<file path="src/mrb_consts.vh">
`ifndef MRB_CONSTS_VH
`define MRB_CONSTS_VH

// Register byte offsets
`define MRB_OFS_CMD      8'h00
`define MRB_OFS_OPND     8'h04
`define MRB_OFS_WORK     8'h08
`define MRB_OFS_STATUS   8'h0C
`define MRB_OFS_IRQCTL   8'h10
`define MRB_OFS_PC       8'h14
`define MRB_OFS_STACK    8'h18
`define MRB_OFS_MEMADDR  8'h1C
`define MRB_OFS_MEMDATA  8'h20
`define MRB_OFS_STATE    8'h24

// Status flag positions
`define MRB_FLG_C        0
`define MRB_FLG_AC       1
`define MRB_FLG_Z        2
`define MRB_FLG_OV       3
`define MRB_FLG_PD       4
`define MRB_FLG_TO       5
`define MRB_FLG_W        6

// Operand register fields
`define MRB_OPND_ADDR_LSB 0
`define MRB_OPND_IMM_LSB  8
`define MRB_OPND_JMP_LSB  16

// Interrupt control bit, state register bits
`define MRB_IRQ_GIE      0
`define MRB_STATE_BUSY   0
`define MRB_STATE_SLEEP  1
`define MRB_STATE_WAKE   0

// BCD constants
`define MRB_BCD_LIMIT    4'h9
`define MRB_BCD_ADJ      5'h06

// Reset values
`define MRB_RST_STATUS   7'h00
`define MRB_RST_WORK     8'h00

// Operation codes
`define MRB_OP_INV_W     5'h01
`define MRB_OP_BCD       5'h02
`define MRB_OP_DEC_M     5'h03
`define MRB_OP_DEC_W     5'h04
`define MRB_OP_INC_M     5'h05
`define MRB_OP_INC_W     5'h06
`define MRB_OP_HALT      5'h07
`define MRB_OP_JMP       5'h08
`define MRB_OP_MOV_IMM   5'h09
`define MRB_OP_MOV_W2M   5'h0A
`define MRB_OP_OR_W      5'h0B
`define MRB_OP_OR_IMM    5'h0C
`define MRB_OP_OR_M      5'h0D
`define MRB_OP_RET       5'h0E
`define MRB_OP_RET_IMM   5'h0F
`define MRB_OP_INTERRUPT_EXIT      5'h10
`define MRB_OP_RL        5'h11
`define MRB_OP_RL_W      5'h12
`define MRB_OP_RLC       5'h13
`define MRB_OP_RLC_W     5'h14
`define MRB_OP_RR        5'h15
`define MRB_OP_RR_W      5'h16
`define MRB_OP_RRC       5'h17
`define MRB_OP_RRC_W     5'h18
`define MRB_OP_SBC       5'h19
`define MRB_OP_SBC_M     5'h1A

`endif

</file>
<file path="src/mrb_exec.v">
// Implementation choices: the register addresses and the AHB-Lite interface to the registers.
`include "mrb_consts.vh"
`default_nettype none

module mrb_exec #(
    parameter PC_W     = 12,
    parameter STACK_N  = 4,
    parameter MEM_N    = 256
) (
    // AHB-Lite slave
    input  wire        hclk,
    input  wire        hresetn,
    input  wire        hsel,
    input  wire [31:0] haddr,
    input  wire [1:0]  htrans,
    input  wire        hwrite,
    input  wire [2:0]  hsize,
    input  wire [31:0] hwdata,
    input  wire        hready,
    output wire        hreadyout,
    output wire        hresp,
    output reg  [31:0] hrdata,
    // Core side
    output wire        sys_clk_run,
    output wire        global_irq_enable,
    output reg         wdt_clear
);

    localparam ST_RUN  = 3'b001;
    localparam ST_WAIT = 3'b010;
    localparam ST_HALT = 3'b100;
    reg  [2:0]      state;
    reg  [7:0]      work;
    reg  [6:0]      flags;
    reg  [7:0]      irq_control_reg;
    reg  [PC_W-1:0] pc;
    reg  [31:0]     opnd;
    reg  [7:0]      mem_addr;
    reg  [1:0]      sp;
    reg  [PC_W-1:0] stack [0:STACK_N-1];
    reg  [7:0]      dmem  [0:MEM_N-1];
    // Bus phase tracking
    reg             dp_write;
    reg             dp_read;
    reg             rd_wait;
    reg  [7:0]      dp_addr;

    wire addr_take = hsel & hready & htrans[1];
    wire wr_cmd    = dp_write & (dp_addr == `MRB_OFS_CMD);
    wire [4:0] op  = hwdata[4:0];
    wire issue     = wr_cmd & state[0];
    wire [7:0]      m_addr = opnd[`MRB_OPND_ADDR_LSB +: 8];
    wire [7:0]      imm    = opnd[`MRB_OPND_IMM_LSB +: 8];
    wire [PC_W-1:0] jaddr  = opnd[`MRB_OPND_JMP_LSB +: PC_W];
    wire [7:0]      m      = dmem[m_addr];
    wire            c_in   = flags[`MRB_FLG_C];
    assign hreadyout         = ~rd_wait;
    assign hresp             = 1'b0;
    assign sys_clk_run       = ~state[2];
    assign global_irq_enable = irq_control_reg[`MRB_IRQ_GIE];

    function zero8;
        input [7:0] v;
        begin
            zero8 = (v == 8'h00);
        end
    endfunction

    // Execution datapath
    reg  [7:0]      next_work;
    reg  [7:0]      next_mem;
    reg             mem_we;
    reg  [6:0]      next_flags;
    reg  [PC_W-1:0] next_pc;
    reg             pop;
    reg             set_gie;
    reg             go_halt;
    reg             two_cycle;
    reg  [4:0]      lo_sum;
    reg  [4:0]      hi_sum;
    reg  [8:0]      sub_sum;
    reg  [4:0]      sub_lo;
    reg  [7:0]      res;

    always @* begin
        next_work  = work;
        next_mem   = m;
        mem_we     = 1'b0;
        next_flags = flags;
        next_pc    = pc + {{(PC_W-1){1'b0}}, 1'b1};
        pop        = 1'b0;
        set_gie    = 1'b0;
        go_halt    = 1'b0;
        two_cycle  = 1'b0;
        lo_sum     = 5'h00;
        hi_sum     = 5'h00;
        sub_sum    = 9'h000;
        sub_lo     = 5'h00;
        res        = 8'h00;
        case (op)
            `MRB_OP_INV_W: begin
                next_work = ~m;
                next_flags[`MRB_FLG_Z] = zero8(~m);
            end
            `MRB_OP_BCD: begin
                if (work[3:0] > `MRB_BCD_LIMIT || flags[`MRB_FLG_AC]) begin
                    lo_sum = {1'b0, work[3:0]} + `MRB_BCD_ADJ;
                end else begin
                    lo_sum = {1'b0, work[3:0]};
                end
                if (work[7:4] > `MRB_BCD_LIMIT || c_in) begin
                    hi_sum = {1'b0, work[7:4]} + `MRB_BCD_ADJ + {4'h0, lo_sum[4]};
                    next_flags[`MRB_FLG_C] = 1'b1;
                end else begin
                    hi_sum = {1'b0, work[7:4]} + {4'h0, lo_sum[4]};
                end
                next_mem = {hi_sum[3:0], lo_sum[3:0]};
                mem_we   = 1'b1;
            end
            `MRB_OP_DEC_M, `MRB_OP_DEC_W: begin
                res = m - 8'h01;
                next_flags[`MRB_FLG_Z] = zero8(res);
                if (op == `MRB_OP_DEC_M) begin
                    next_mem = res;
                    mem_we   = 1'b1;
                end else begin
                    next_work = res;
                end
            end
            `MRB_OP_INC_M, `MRB_OP_INC_W: begin
                res = m + 8'h01;
                next_flags[`MRB_FLG_Z] = zero8(res);
                if (op == `MRB_OP_INC_M) begin
                    next_mem = res;
                    mem_we   = 1'b1;
                end else begin
                    next_work = res;
                end
            end
            `MRB_OP_HALT: begin
                go_halt = 1'b1;
                next_flags[`MRB_FLG_PD] = 1'b1;
                next_flags[`MRB_FLG_TO] = 1'b0;
            end
            `MRB_OP_JMP: begin
                next_pc   = jaddr;
                two_cycle = 1'b1;
            end
            `MRB_OP_MOV_IMM: begin
                next_work = imm;
            end
            `MRB_OP_MOV_W2M: begin
                next_mem = work;
                mem_we   = 1'b1;
            end
            `MRB_OP_OR_W, `MRB_OP_OR_IMM, `MRB_OP_OR_M: begin
                res = work | ((op == `MRB_OP_OR_IMM) ? imm : m);
                next_flags[`MRB_FLG_Z] = zero8(res);
                if (op == `MRB_OP_OR_M) begin
                    next_mem = res;
                    mem_we   = 1'b1;
                end else begin
                    next_work = res;
                end
            end
            `MRB_OP_RET, `MRB_OP_RET_IMM, `MRB_OP_INTERRUPT_EXIT: begin
                pop       = 1'b1;
                next_pc   = stack[sp - 2'd1];
                two_cycle = 1'b1;
                if (op == `MRB_OP_RET_IMM)
                    next_work = imm;
                set_gie = (op == `MRB_OP_INTERRUPT_EXIT);
            end
            `MRB_OP_RL, `MRB_OP_RL_W: begin
                res = {m[6:0], m[7]};
                if (op == `MRB_OP_RL) begin
                    next_mem = res;
                    mem_we   = 1'b1;
                end else begin
                    next_work = res;
                end
            end
            `MRB_OP_RLC, `MRB_OP_RLC_W: begin
                res = {m[6:0], c_in};
                next_flags[`MRB_FLG_C] = m[7];
                if (op == `MRB_OP_RLC) begin
                    next_mem = res;
                    mem_we   = 1'b1;
                end else begin
                    next_work = res;
                end
            end
            `MRB_OP_RR, `MRB_OP_RR_W: begin
                res = {m[0], m[7:1]};
                if (op == `MRB_OP_RR) begin
                    next_mem = res;
                    mem_we   = 1'b1;
                end else begin
                    next_work = res;
                end
            end
            `MRB_OP_RRC, `MRB_OP_RRC_W: begin
                res = {c_in, m[7:1]};
                next_flags[`MRB_FLG_C] = m[0];
                if (op == `MRB_OP_RRC) begin
                    next_mem = res;
                    mem_we   = 1'b1;
                end else begin
                    next_work = res;
                end
            end
            `MRB_OP_SBC, `MRB_OP_SBC_M: begin
                sub_sum = {1'b0, work} + {1'b0, ~m} + {8'h00, c_in};
                sub_lo  = {1'b0, work[3:0]} + {1'b0, ~m[3:0]} + {4'h0, c_in};
                res     = sub_sum[7:0];
                next_flags[`MRB_FLG_C]  = sub_sum[8];
                next_flags[`MRB_FLG_AC] = sub_lo[4];
                next_flags[`MRB_FLG_Z]  = zero8(res);
                next_flags[`MRB_FLG_OV] = (work[7] == ~m[7]) & (res[7] != work[7]);
                if (op == `MRB_OP_SBC_M) begin
                    next_mem = res;
                    mem_we   = 1'b1;
                end else begin
                    next_work = res;
                end
            end
            // Unknown codes retire as a no-op that only steps the counter
            default: next_pc = pc + {{(PC_W-1){1'b0}}, 1'b1};
        endcase
    end

    // Bus read mux
    reg [31:0] rd_val;

    always @* begin
        rd_val = 32'h0000_0000;
        case (dp_addr)
            `MRB_OFS_OPND:    rd_val = opnd;
            `MRB_OFS_WORK:    rd_val = {24'h00_0000, work};
            `MRB_OFS_STATUS:  rd_val = {25'h000_0000, flags};
            `MRB_OFS_IRQCTL:  rd_val = {24'h00_0000, irq_control_reg};
            `MRB_OFS_PC:      rd_val = {{(32-PC_W){1'b0}}, pc};
            `MRB_OFS_STACK:   rd_val = {30'h0000_0000, sp};
            `MRB_OFS_MEMADDR: rd_val = {24'h00_0000, mem_addr};
            `MRB_OFS_MEMDATA: rd_val = {24'h00_0000, dmem[mem_addr]};
            `MRB_OFS_STATE:   rd_val = {30'h0000_0000, state[2], ~state[0]};
            default:          rd_val = 32'h0000_0000;
        endcase
    end

    // Bus phases; reads take one wait state so the value sees prior writes
    always @(posedge hclk or negedge hresetn) begin
        if (!hresetn) begin
            dp_write <= 1'b0;
            dp_read  <= 1'b0;
            rd_wait  <= 1'b0;
            dp_addr  <= 8'h00;
            hrdata   <= 32'h0000_0000;
        end else begin
            if (hready) begin
                dp_write <= addr_take & hwrite;
                dp_read  <= addr_take & ~hwrite;
                rd_wait  <= addr_take & ~hwrite;
                if (addr_take)
                    dp_addr <= {haddr[7:2], 2'b00};
            end else begin
                rd_wait <= 1'b0;
            end
            if (dp_read & rd_wait)
                hrdata <= rd_val;
        end
    end

    // Architectural state
    always @(posedge hclk or negedge hresetn) begin
        if (!hresetn) begin
            state           <= ST_RUN;
            work            <= `MRB_RST_WORK;
            flags           <= `MRB_RST_STATUS;
            irq_control_reg <= 8'h00;
            pc              <= {PC_W{1'b0}};
            opnd            <= 32'h0000_0000;
            mem_addr        <= 8'h00;
            sp              <= 2'b00;
            wdt_clear       <= 1'b0;
        end else begin
            wdt_clear <= 1'b0;
            case (state)
                ST_RUN: begin
                    if (issue) begin
                        work  <= next_work;
                        flags <= next_flags;
                        pc    <= next_pc;
                        if (pop)
                            sp <= sp - 2'd1;
                        if (set_gie)
                            irq_control_reg[`MRB_IRQ_GIE] <= 1'b1;
                        if (go_halt) begin
                            state     <= ST_HALT;
                            wdt_clear <= 1'b1;
                        end else if (two_cycle) begin
                            state <= ST_WAIT;
                        end
                    end
                end
                ST_WAIT: begin
                    state <= ST_RUN;
                end
                ST_HALT: begin
                    if (dp_write & (dp_addr == `MRB_OFS_STATE) & hwdata[`MRB_STATE_WAKE]) begin
                        state <= ST_RUN;
                    end
                end
                default: begin
                    state <= ST_RUN;
                end
            endcase
            // Software writes; never collide with execution in the same cycle
            if (dp_write) begin
                case (dp_addr)
                    `MRB_OFS_OPND:    opnd  <= hwdata;
                    `MRB_OFS_WORK:    work  <= hwdata[7:0];
                    `MRB_OFS_STATUS:  flags <= hwdata[6:0];
                    `MRB_OFS_IRQCTL:  irq_control_reg <= hwdata[7:0];
                    `MRB_OFS_PC:      pc    <= hwdata[PC_W-1:0];
                    `MRB_OFS_STACK:   sp    <= sp + 2'd1;
                    `MRB_OFS_MEMADDR: mem_addr <= hwdata[7:0];
                    default: begin
                    end
                endcase
            end
        end
    end

    // Storage arrays carry no reset
    always @(posedge hclk) begin
        if (issue & mem_we)
            dmem[m_addr] <= next_mem;
        if (dp_write & (dp_addr == `MRB_OFS_MEMDATA))
            dmem[mem_addr] <= hwdata[7:0];
        if (dp_write & (dp_addr == `MRB_OFS_STACK))
            stack[sp] <= hwdata[PC_W-1:0];
    end

endmodule

`default_nettype wire

</file>
<file path="config.mk">
export PLATFORM = sky130hd
export DESIGN_NAME = mrb_exec
export DESIGN_NICKNAME = d
export VERILOG_FILES = /design/src/mrb_exec.v
export VERILOG_INCLUDE_DIRS = /design/src /design/src/src
export SDC_FILE = /design/constraint.sdc
export NUM_CORES = 2
export LEC_CHECK = 0
export ABC_CLOCK_PERIOD_IN_PS = 24000
export BUFFER_PORTS_ARGS = -buffer_cell sky130_fd_sc_hd__buf_2
export CAP_MARGIN = 30
export CORE_AREA = 2 2 600 602
export DETAILED_ROUTE_END_ITERATION = 6
export DIE_AREA = 0 0 602 604
export PLACE_DENSITY_LB_ADDON = 0.3
export SKIP_LAST_GASP = 1
export SLEW_MARGIN = 5
export SYNTH_ARGS = -nofsm -noshare
export SYNTH_HDL_FRONTEND = slang
export SYNTH_SLANG_ARGS = --single-unit
export TNS_END_PERCENT = 5
</file>
<file path="constraint.sdc">
create_clock -name hclk -period 24 [get_ports hclk]
set_input_delay 2.4 -clock hclk [delete_from_list [all_inputs] [get_ports hclk]]
set_output_delay 2.4 -clock hclk [all_outputs]
set_load 0.05 [all_outputs]
</file>
# Word level (Yosys, flattened, before mapping)
# Memories as Yosys holds them, arrays and structs flattened.
# Index checks and enable logic that the tools add are counted.
# W data, S select, Z words.
[word_totals] ff_bits=122 latch_bits=0 ram_bits=2096 romBits=0 input_bits=74 word_cells=204 memories=2
[memory_table] memory="dmem" words=256 width=8 read_ports=2 rd_clocked_by_memory_dff=0 wr=1 line_no="mrb_exec.v:41" rtl="reg [7:0] dmem [0:MEM_N-1];"
[memory_table] memory="stack" words=4 width=12 read_ports=1 rd_clocked_by_memory_dff=0 wr=1 line_no="mrb_exec.v:40" rtl="reg [PC_W-1:0] stack [0:STACK_N-1];"
[classes] n_addsub=13 mul=0 div_mod_pow=0 n_lt_le_gt_ge=2 eq_ne=42 n_shift=0 muxes=84 n_bitwise=21 reduce_logical=25
[op_table] cell="$pmux W32 S9" count=1
[op_table] cell="$mux W8" count=24
[op_table] cell="$pmux W8 S11" count=1
[op_table] cell="$pmux W8 S10" count=1
[op_table] cell="$eq A5 B5 Y1 const B" count=11
[op_table] cell="$logic_not A8 Y1" count=6
[op_table] cell="$mux W12" count=4
[op_table] cell="$eq A5 B4 Y1 const B" count=8
[op_table] cell="$mux W1" count=31
[op_table] cell="$eq A6 B3 Y1 const B" count=4
[op_table] cell="$pmux W12 S2" count=1
[op_table] cell="$eq A5 B3 Y1 const B" count=4
[op_table] cell="$reduce_or A2 Y1" count=8
[op_table] cell="$mux W7" count=2
[op_table] cell="$and A1 B1 Y1" count=13
[op_table] cell="$add A12 B1 Y12 const B" count=1
[op_table] cell="$eq A6 B2 Y1 const B" count=2
[op_table] cell="$eq A6 B4 Y1 const B" count=2
[op_table] cell="$mux W2" count=6
[op_table] cell="$mux W3" count=4
[op_table] cell="$mux W6" count=2
[op_table] cell="$eq A5 B2 Y1 const B" count=2
[op_table] cell="$mux W5" count=2
[op_table] cell="$add A8 B8 Y9" count=1
[op_table] cell="34 further kinds" count=46

# Longest topological paths before layout
# An unclocked memory read counts as a cell.
[depth] word_depth=11 depth_mapped=26 ltp_nobuf=19

# Worst setup path after synthesis
# No wires, ideal clock.
[synth_path] path_kind="input port to flip-flop" start="input port hwdata[0]" end="memory dmem[0][2], data pin" setup_ns=2.231 t_arrival_ns=14.470 required_ns=21.769 setup_slack_ns=7.299 path_stages=10 path_buffers=1 path_cell_list="clkbuf_1 -> nor2_1 -> nor2_1 -> nor3_1 -> o21ai_0 -> a22oi_1 -> nor2_1 -> o2111ai_1 -> nor3_1 -> o31ai_1"
[synth_between] elab_chain_cells=6 elab_cells_between_ends=39
[synth_lines] element="from (decl)" line_no="mrb_exec.v:18" rtl="input wire [31:0] hwdata,"
[synth_lines] element="$eq A5 B4 Y1"
[synth_lines] element="$mux W8" line_no="mrb_exec.v:157" rtl="res = work | ((op == `MRB_OP_OR_IMM) ? imm : m);"
[synth_lines] element="$or A8 B8 Y8" line_no="mrb_exec.v:157"
[synth_lines] element="$mux W8" line_no="mrb_exec.v:159" rtl="if (op == `MRB_OP_OR_M) begin"
[synth_lines] element="$pmux W8 S10 (*)" line_no="mrb_exec.v:100" rtl="case (op)"
[synth_lines] element="$mux W8 (no source line) (*)"
[synth_lines] element="to (decl)" line_no="mrb_exec.v:41"
# Mark *: on every way between the ends. The rest lies on a longest branch, timed or not.

# Worst setup path after layout
[layout_path] start="register opnd[0]" end="memory dmem[112][6], data pin"
[layout_between] elab_chain_cells=7 elab_cells_between_ends=18
[layout_lines] element="from (decl)" line_no="mrb_exec.v:37" rtl="reg [31:0] opnd;"
[layout_lines] element="from (signal assigned)" line_no="mrb_exec.v:321" rtl="`MRB_OFS_OPND: opnd <= hwdata;"
[layout_lines] element="$mem_v2 Z256 W8 (*)"
[layout_lines] element="$not A8 Y8" line_no="mrb_exec.v:213" rtl="sub_sum = {1'b0, work} + {1'b0, ~m} + {8'h00, c_in};"
[layout_lines] element="$add A8 B8 Y9" line_no="mrb_exec.v:213"
[layout_lines] element="$add A9 B1 Y9" line_no="mrb_exec.v:213"
[layout_lines] element="$mux W8" line_no="mrb_exec.v:220" rtl="if (op == `MRB_OP_SBC_M) begin"
[layout_lines] element="$pmux W8 S10 (*)" line_no="mrb_exec.v:100"
[layout_lines] element="$mux W8 (no source line) (*)"
# Marks and branches as above.

==> flow_summary.ini <==
[outcome]
outcome = finished with violations
violations = DRC

[timing]
timing.max_slew.rel_slack_pct = 26.7
timing.final.hold_violations = 0
final.setup_skew_ns = 0.0817
timing.final.crit_share_pct = 45.4
max_clock_freq_mhz = 91.9
fin_setup_tns_ns = 0
setup_repair_after_global_routing_missed_its_margin = false
worst_pin_slew_ns = 1.10
time_the_worst_path_needs_with_i_o_delays_and_setup_ns = 10.89
slew_viol_final = 0
timing.final.setup_violations = 0

[hold_path]
hold_path.class = flop to flop

[placed_design]
place.gp.congestion = 0.895
dp_cell_count = 10600
hpwl_mm = 227
detailed_place.area_um2 = 113000
port-buffer-count = 79

[global_route]
globalRoute.totalOverflow = 0
maximum_number_of_pins_on_one_net_before_global_route_repair = 182
grt_pass1_wl_mm = 494
track_usage_pct = 18.9
grt_antenna_before_repair = 21
vias_in_the_first_global_route = 63000

[setup_path]
crit_slowest_cell = sky130_fd_sc_hd__dfrtp_4
cpPeakStageDelay_ns = 0.82
worst-endpoint-required_ns = 24.64
worst_path_dominant_cell_family = buffers and inverters
worst-path-buf-inv = 9
critPathLaunchType = flop
timing.critical_path.to_type = flop
critical_path.most_common_cell = sky130_fd_sc_hd__buf_4
worstPathMaxFanout = 81
critPathArrivalTime_ns = 11.53
setup.worst_path.class = flop to flop

[power_and_ir_drop]
cellLeakagePower_nw = 39.7
power.density_cell_area_nw_per_um2 = 108
max-vdd-ir-drop_uv = 144

[cts]
cts_hold_buf = 0
cts_tree = done
cts_root_buf = sky130_fd_sc_hd__clkbuf_16
cts_resized = 0
clock_latency_ns = 0.95
cts_buffer_depth = 4
clk_pin_slew_worst_paths_ns = 0.06
numCtsBuffers = 242
cts_post_setup_buffers_inserted = 0
clock_tree.htree_level_count = 4
clkSinkCount = 2218

[run]
max-cap-violations = 0

[synthesis]
syn_nets = 6113
synthDistinctLibCells = 91
synth_sequential_area_ratio_pct = 61.8
syn-mean-instance-area_um2 = 17.8
synth.most_common_cell = sky130_fd_sc_hd__edfxtp_1
synth_seq_cells = 2218
mappedNetlistArea_um2 = 107000
post_synth_main_area_contributors = sky130_fd_sc_hd__edfxtp_1 59%, sky130_fd_sc_hd__mux4_2 22%, sky130_fd_sc_hd__mux2i_1 3.1%
gate_count_of_the_mapped_netlist = 6016
synth_ff_type = sky130_fd_sc_hd__edfxtp_1
synth-edff-count = 2096
synthesis.yosys.warnings = 0
synthDominantAreaCellType = sky130_fd_sc_hd__edfxtp_1
yosys-top-cells-count = 2096 x sky130_fd_sc_hd__edfxtp_1, 1051 x sky130_fd_sc_hd__mux4_2, 384 x sky130_fd_sc_hd__nor2_1, 336 x sky130_fd_sc_hd__mux2i_1, 275 x sky130_fd_sc_hd__clkbuf_1
post-synth-top-area-fraction_pct = 58.9
async_flop_share_pct = 5.50

[layout]
final-instance-count-excl-fill = 11100
layout.core_utilization_pct = 33.8
final_net_count = 6210
registers_with_the_highest_flip_flop_counts = dmem: 2048 flops, stack: 48 flops
syn_to_final_growth_pct = 13.2
largest_register = dmem
largest_register_ffs = 2048
drive_above_1_share_pct = 29.8
layout.cell_area.non_filler_um2 = 121000

[routing]
antenna_violating_nets_post_route = 0
routed_via_density = 5.70
firstDrtPassIters = 7
routed_wire_length_per_instance_um = 31.8
detail_route.drc_violations = 6
wl_mm = 352
starting_drt_drc_count = 8018
vias = 63200

[floorplanning]
die_h_um = 604
coreArea_um2 = 358000
dieArea_um2 = 364000
rows = 220
io-pin-count = 111
initial_core_util_pct = 29.9
chipWidth_um = 602
==> layer usage <==
metal | up-vias | wire length (um) | part of all wire, % | GRT usage [%]
li1 | 25500 | - | - | -
met1 | 34000 | 147000 | 42 | 26.5
met2 | 3116 | 164000 | 46 | 29.9
met3 | 568 | 28900 | 8.2 | 3.23
met4 | 14 | 12600 | 3.6 | 6.14
met5 | - | 101 | 0.029 | 0
==> layout make-up <==
cell class	count	area (um^2)
diodes	6	15.0
clock buffers	311	6430
clock inverters	131	1160
fillers	33900	237000
inverters	37	141
multi-input cells	3274	38400
flip-flops and latches	2218	66000
well taps	4773	5970
repair buffers	340	2780
==> worst min-delay path: stages, from the launching register on <==
cell and delay (ns):
sky130_fd_sc_hd__dfrtp_1 0.34, sky130_fd_sc_hd__nand2_1 0.04, sky130_fd_sc_hd__o21ai_0 0.06
==> metrics by stage <==
| stage | hold WS (ns) | total power [mW] | setup WS [ns] |
|---|---|---|---|
| final | 0.481 | 13.1 | 13.11 |
| after global routing | 0.505 | 13.5 | 12.51 |
| after CTS | 0.484 | 13.1 | 12.75 |
| after detailed placement | 0.471 | 9.42 | 12.86 |
| after global placement | 0.465 | 9.30 | 12.70 |
| after floorplan | 0.445 | 8.11 | 7.30 |
==> power breakdown <==
group	switching (mW)	internal (mW)	total (mW)	leakage (nW)
combinational	2.81	1.29	4.10	15.4
clock	1.58	2.08	3.65	3.71
sequential	0.101	5.20	5.30	20.5
==> layout by cell type (no fill, tap or decap), types with 35 or more instances in the layout <==
master and n:
sky130_fd_sc_hd__o21ai_0 131, sky130_fd_sc_hd__mux2i_1 336, sky130_fd_sc_hd__a22o_1 37, sky130_fd_sc_hd__clkinv_1 52
sky130_fd_sc_hd__o22ai_1 42, sky130_fd_sc_hd__clkbuf_1 59, sky130_fd_sc_hd__a22oi_1 231, sky130_fd_sc_hd__nand3_1 69
sky130_fd_sc_hd__clkinv_2 45, sky130_fd_sc_hd__a21oi_1 181, sky130_fd_sc_hd__a31oi_1 43, sky130_fd_sc_hd__mux2_2 70
sky130_fd_sc_hd__nor2_1 381, sky130_fd_sc_hd__nand2_1 243, sky130_fd_sc_hd__inv_1 35, sky130_fd_sc_hd__buf_2 85
sky130_fd_sc_hd__clkbuf_16 244, sky130_fd_sc_hd__mux4_2 1051, sky130_fd_sc_hd__dfrtp_1 111, sky130_fd_sc_hd__buf_4 220
sky130_fd_sc_hd__edfxtp_1 2096
==> kinds of logic after synthesis <==
| logic type | count (synthesis) | share of synthesized area (%) |
|---|---|---|
| flip-flops | 2218 | 61.8 |
| multiplexers | 1461 | 26.1 |
| AND/OR/NAND/NOR | 925 | 3.90 |
| AO/OA/AOI/OAI | 838 | 5.27 |
| buffers and inverters | 524 | 2.47 |
| XOR/XNOR | 26 | 0.213 |
| adder cells (fa/ha/maj) | 23 | 0.283 |
| other | 1 | 0.00351 |
==> worst paths after layout <==
check | endpoint | depth (start not counted) | slack [ns] | start
worst min register to register | irq_control_reg[1] | 2 | 0.48 | irq_control_reg[1]
worst max-delay path | dmem[112][6] | 26 | 13.11 | opnd[0]
worst min-delay path | irq_control_reg[1] | 2 | 0.48 | irq_control_reg[1]
min in group asynchronous | hrdata[13] | 1 | 1.41 | hresetn
worst max register to register | dmem[112][6] | 26 | 13.11 | opnd[0]
max in group asynchronous | opnd[2] | 3 | 21.44 | hresetn
Power figures use the tool's default switching activity.
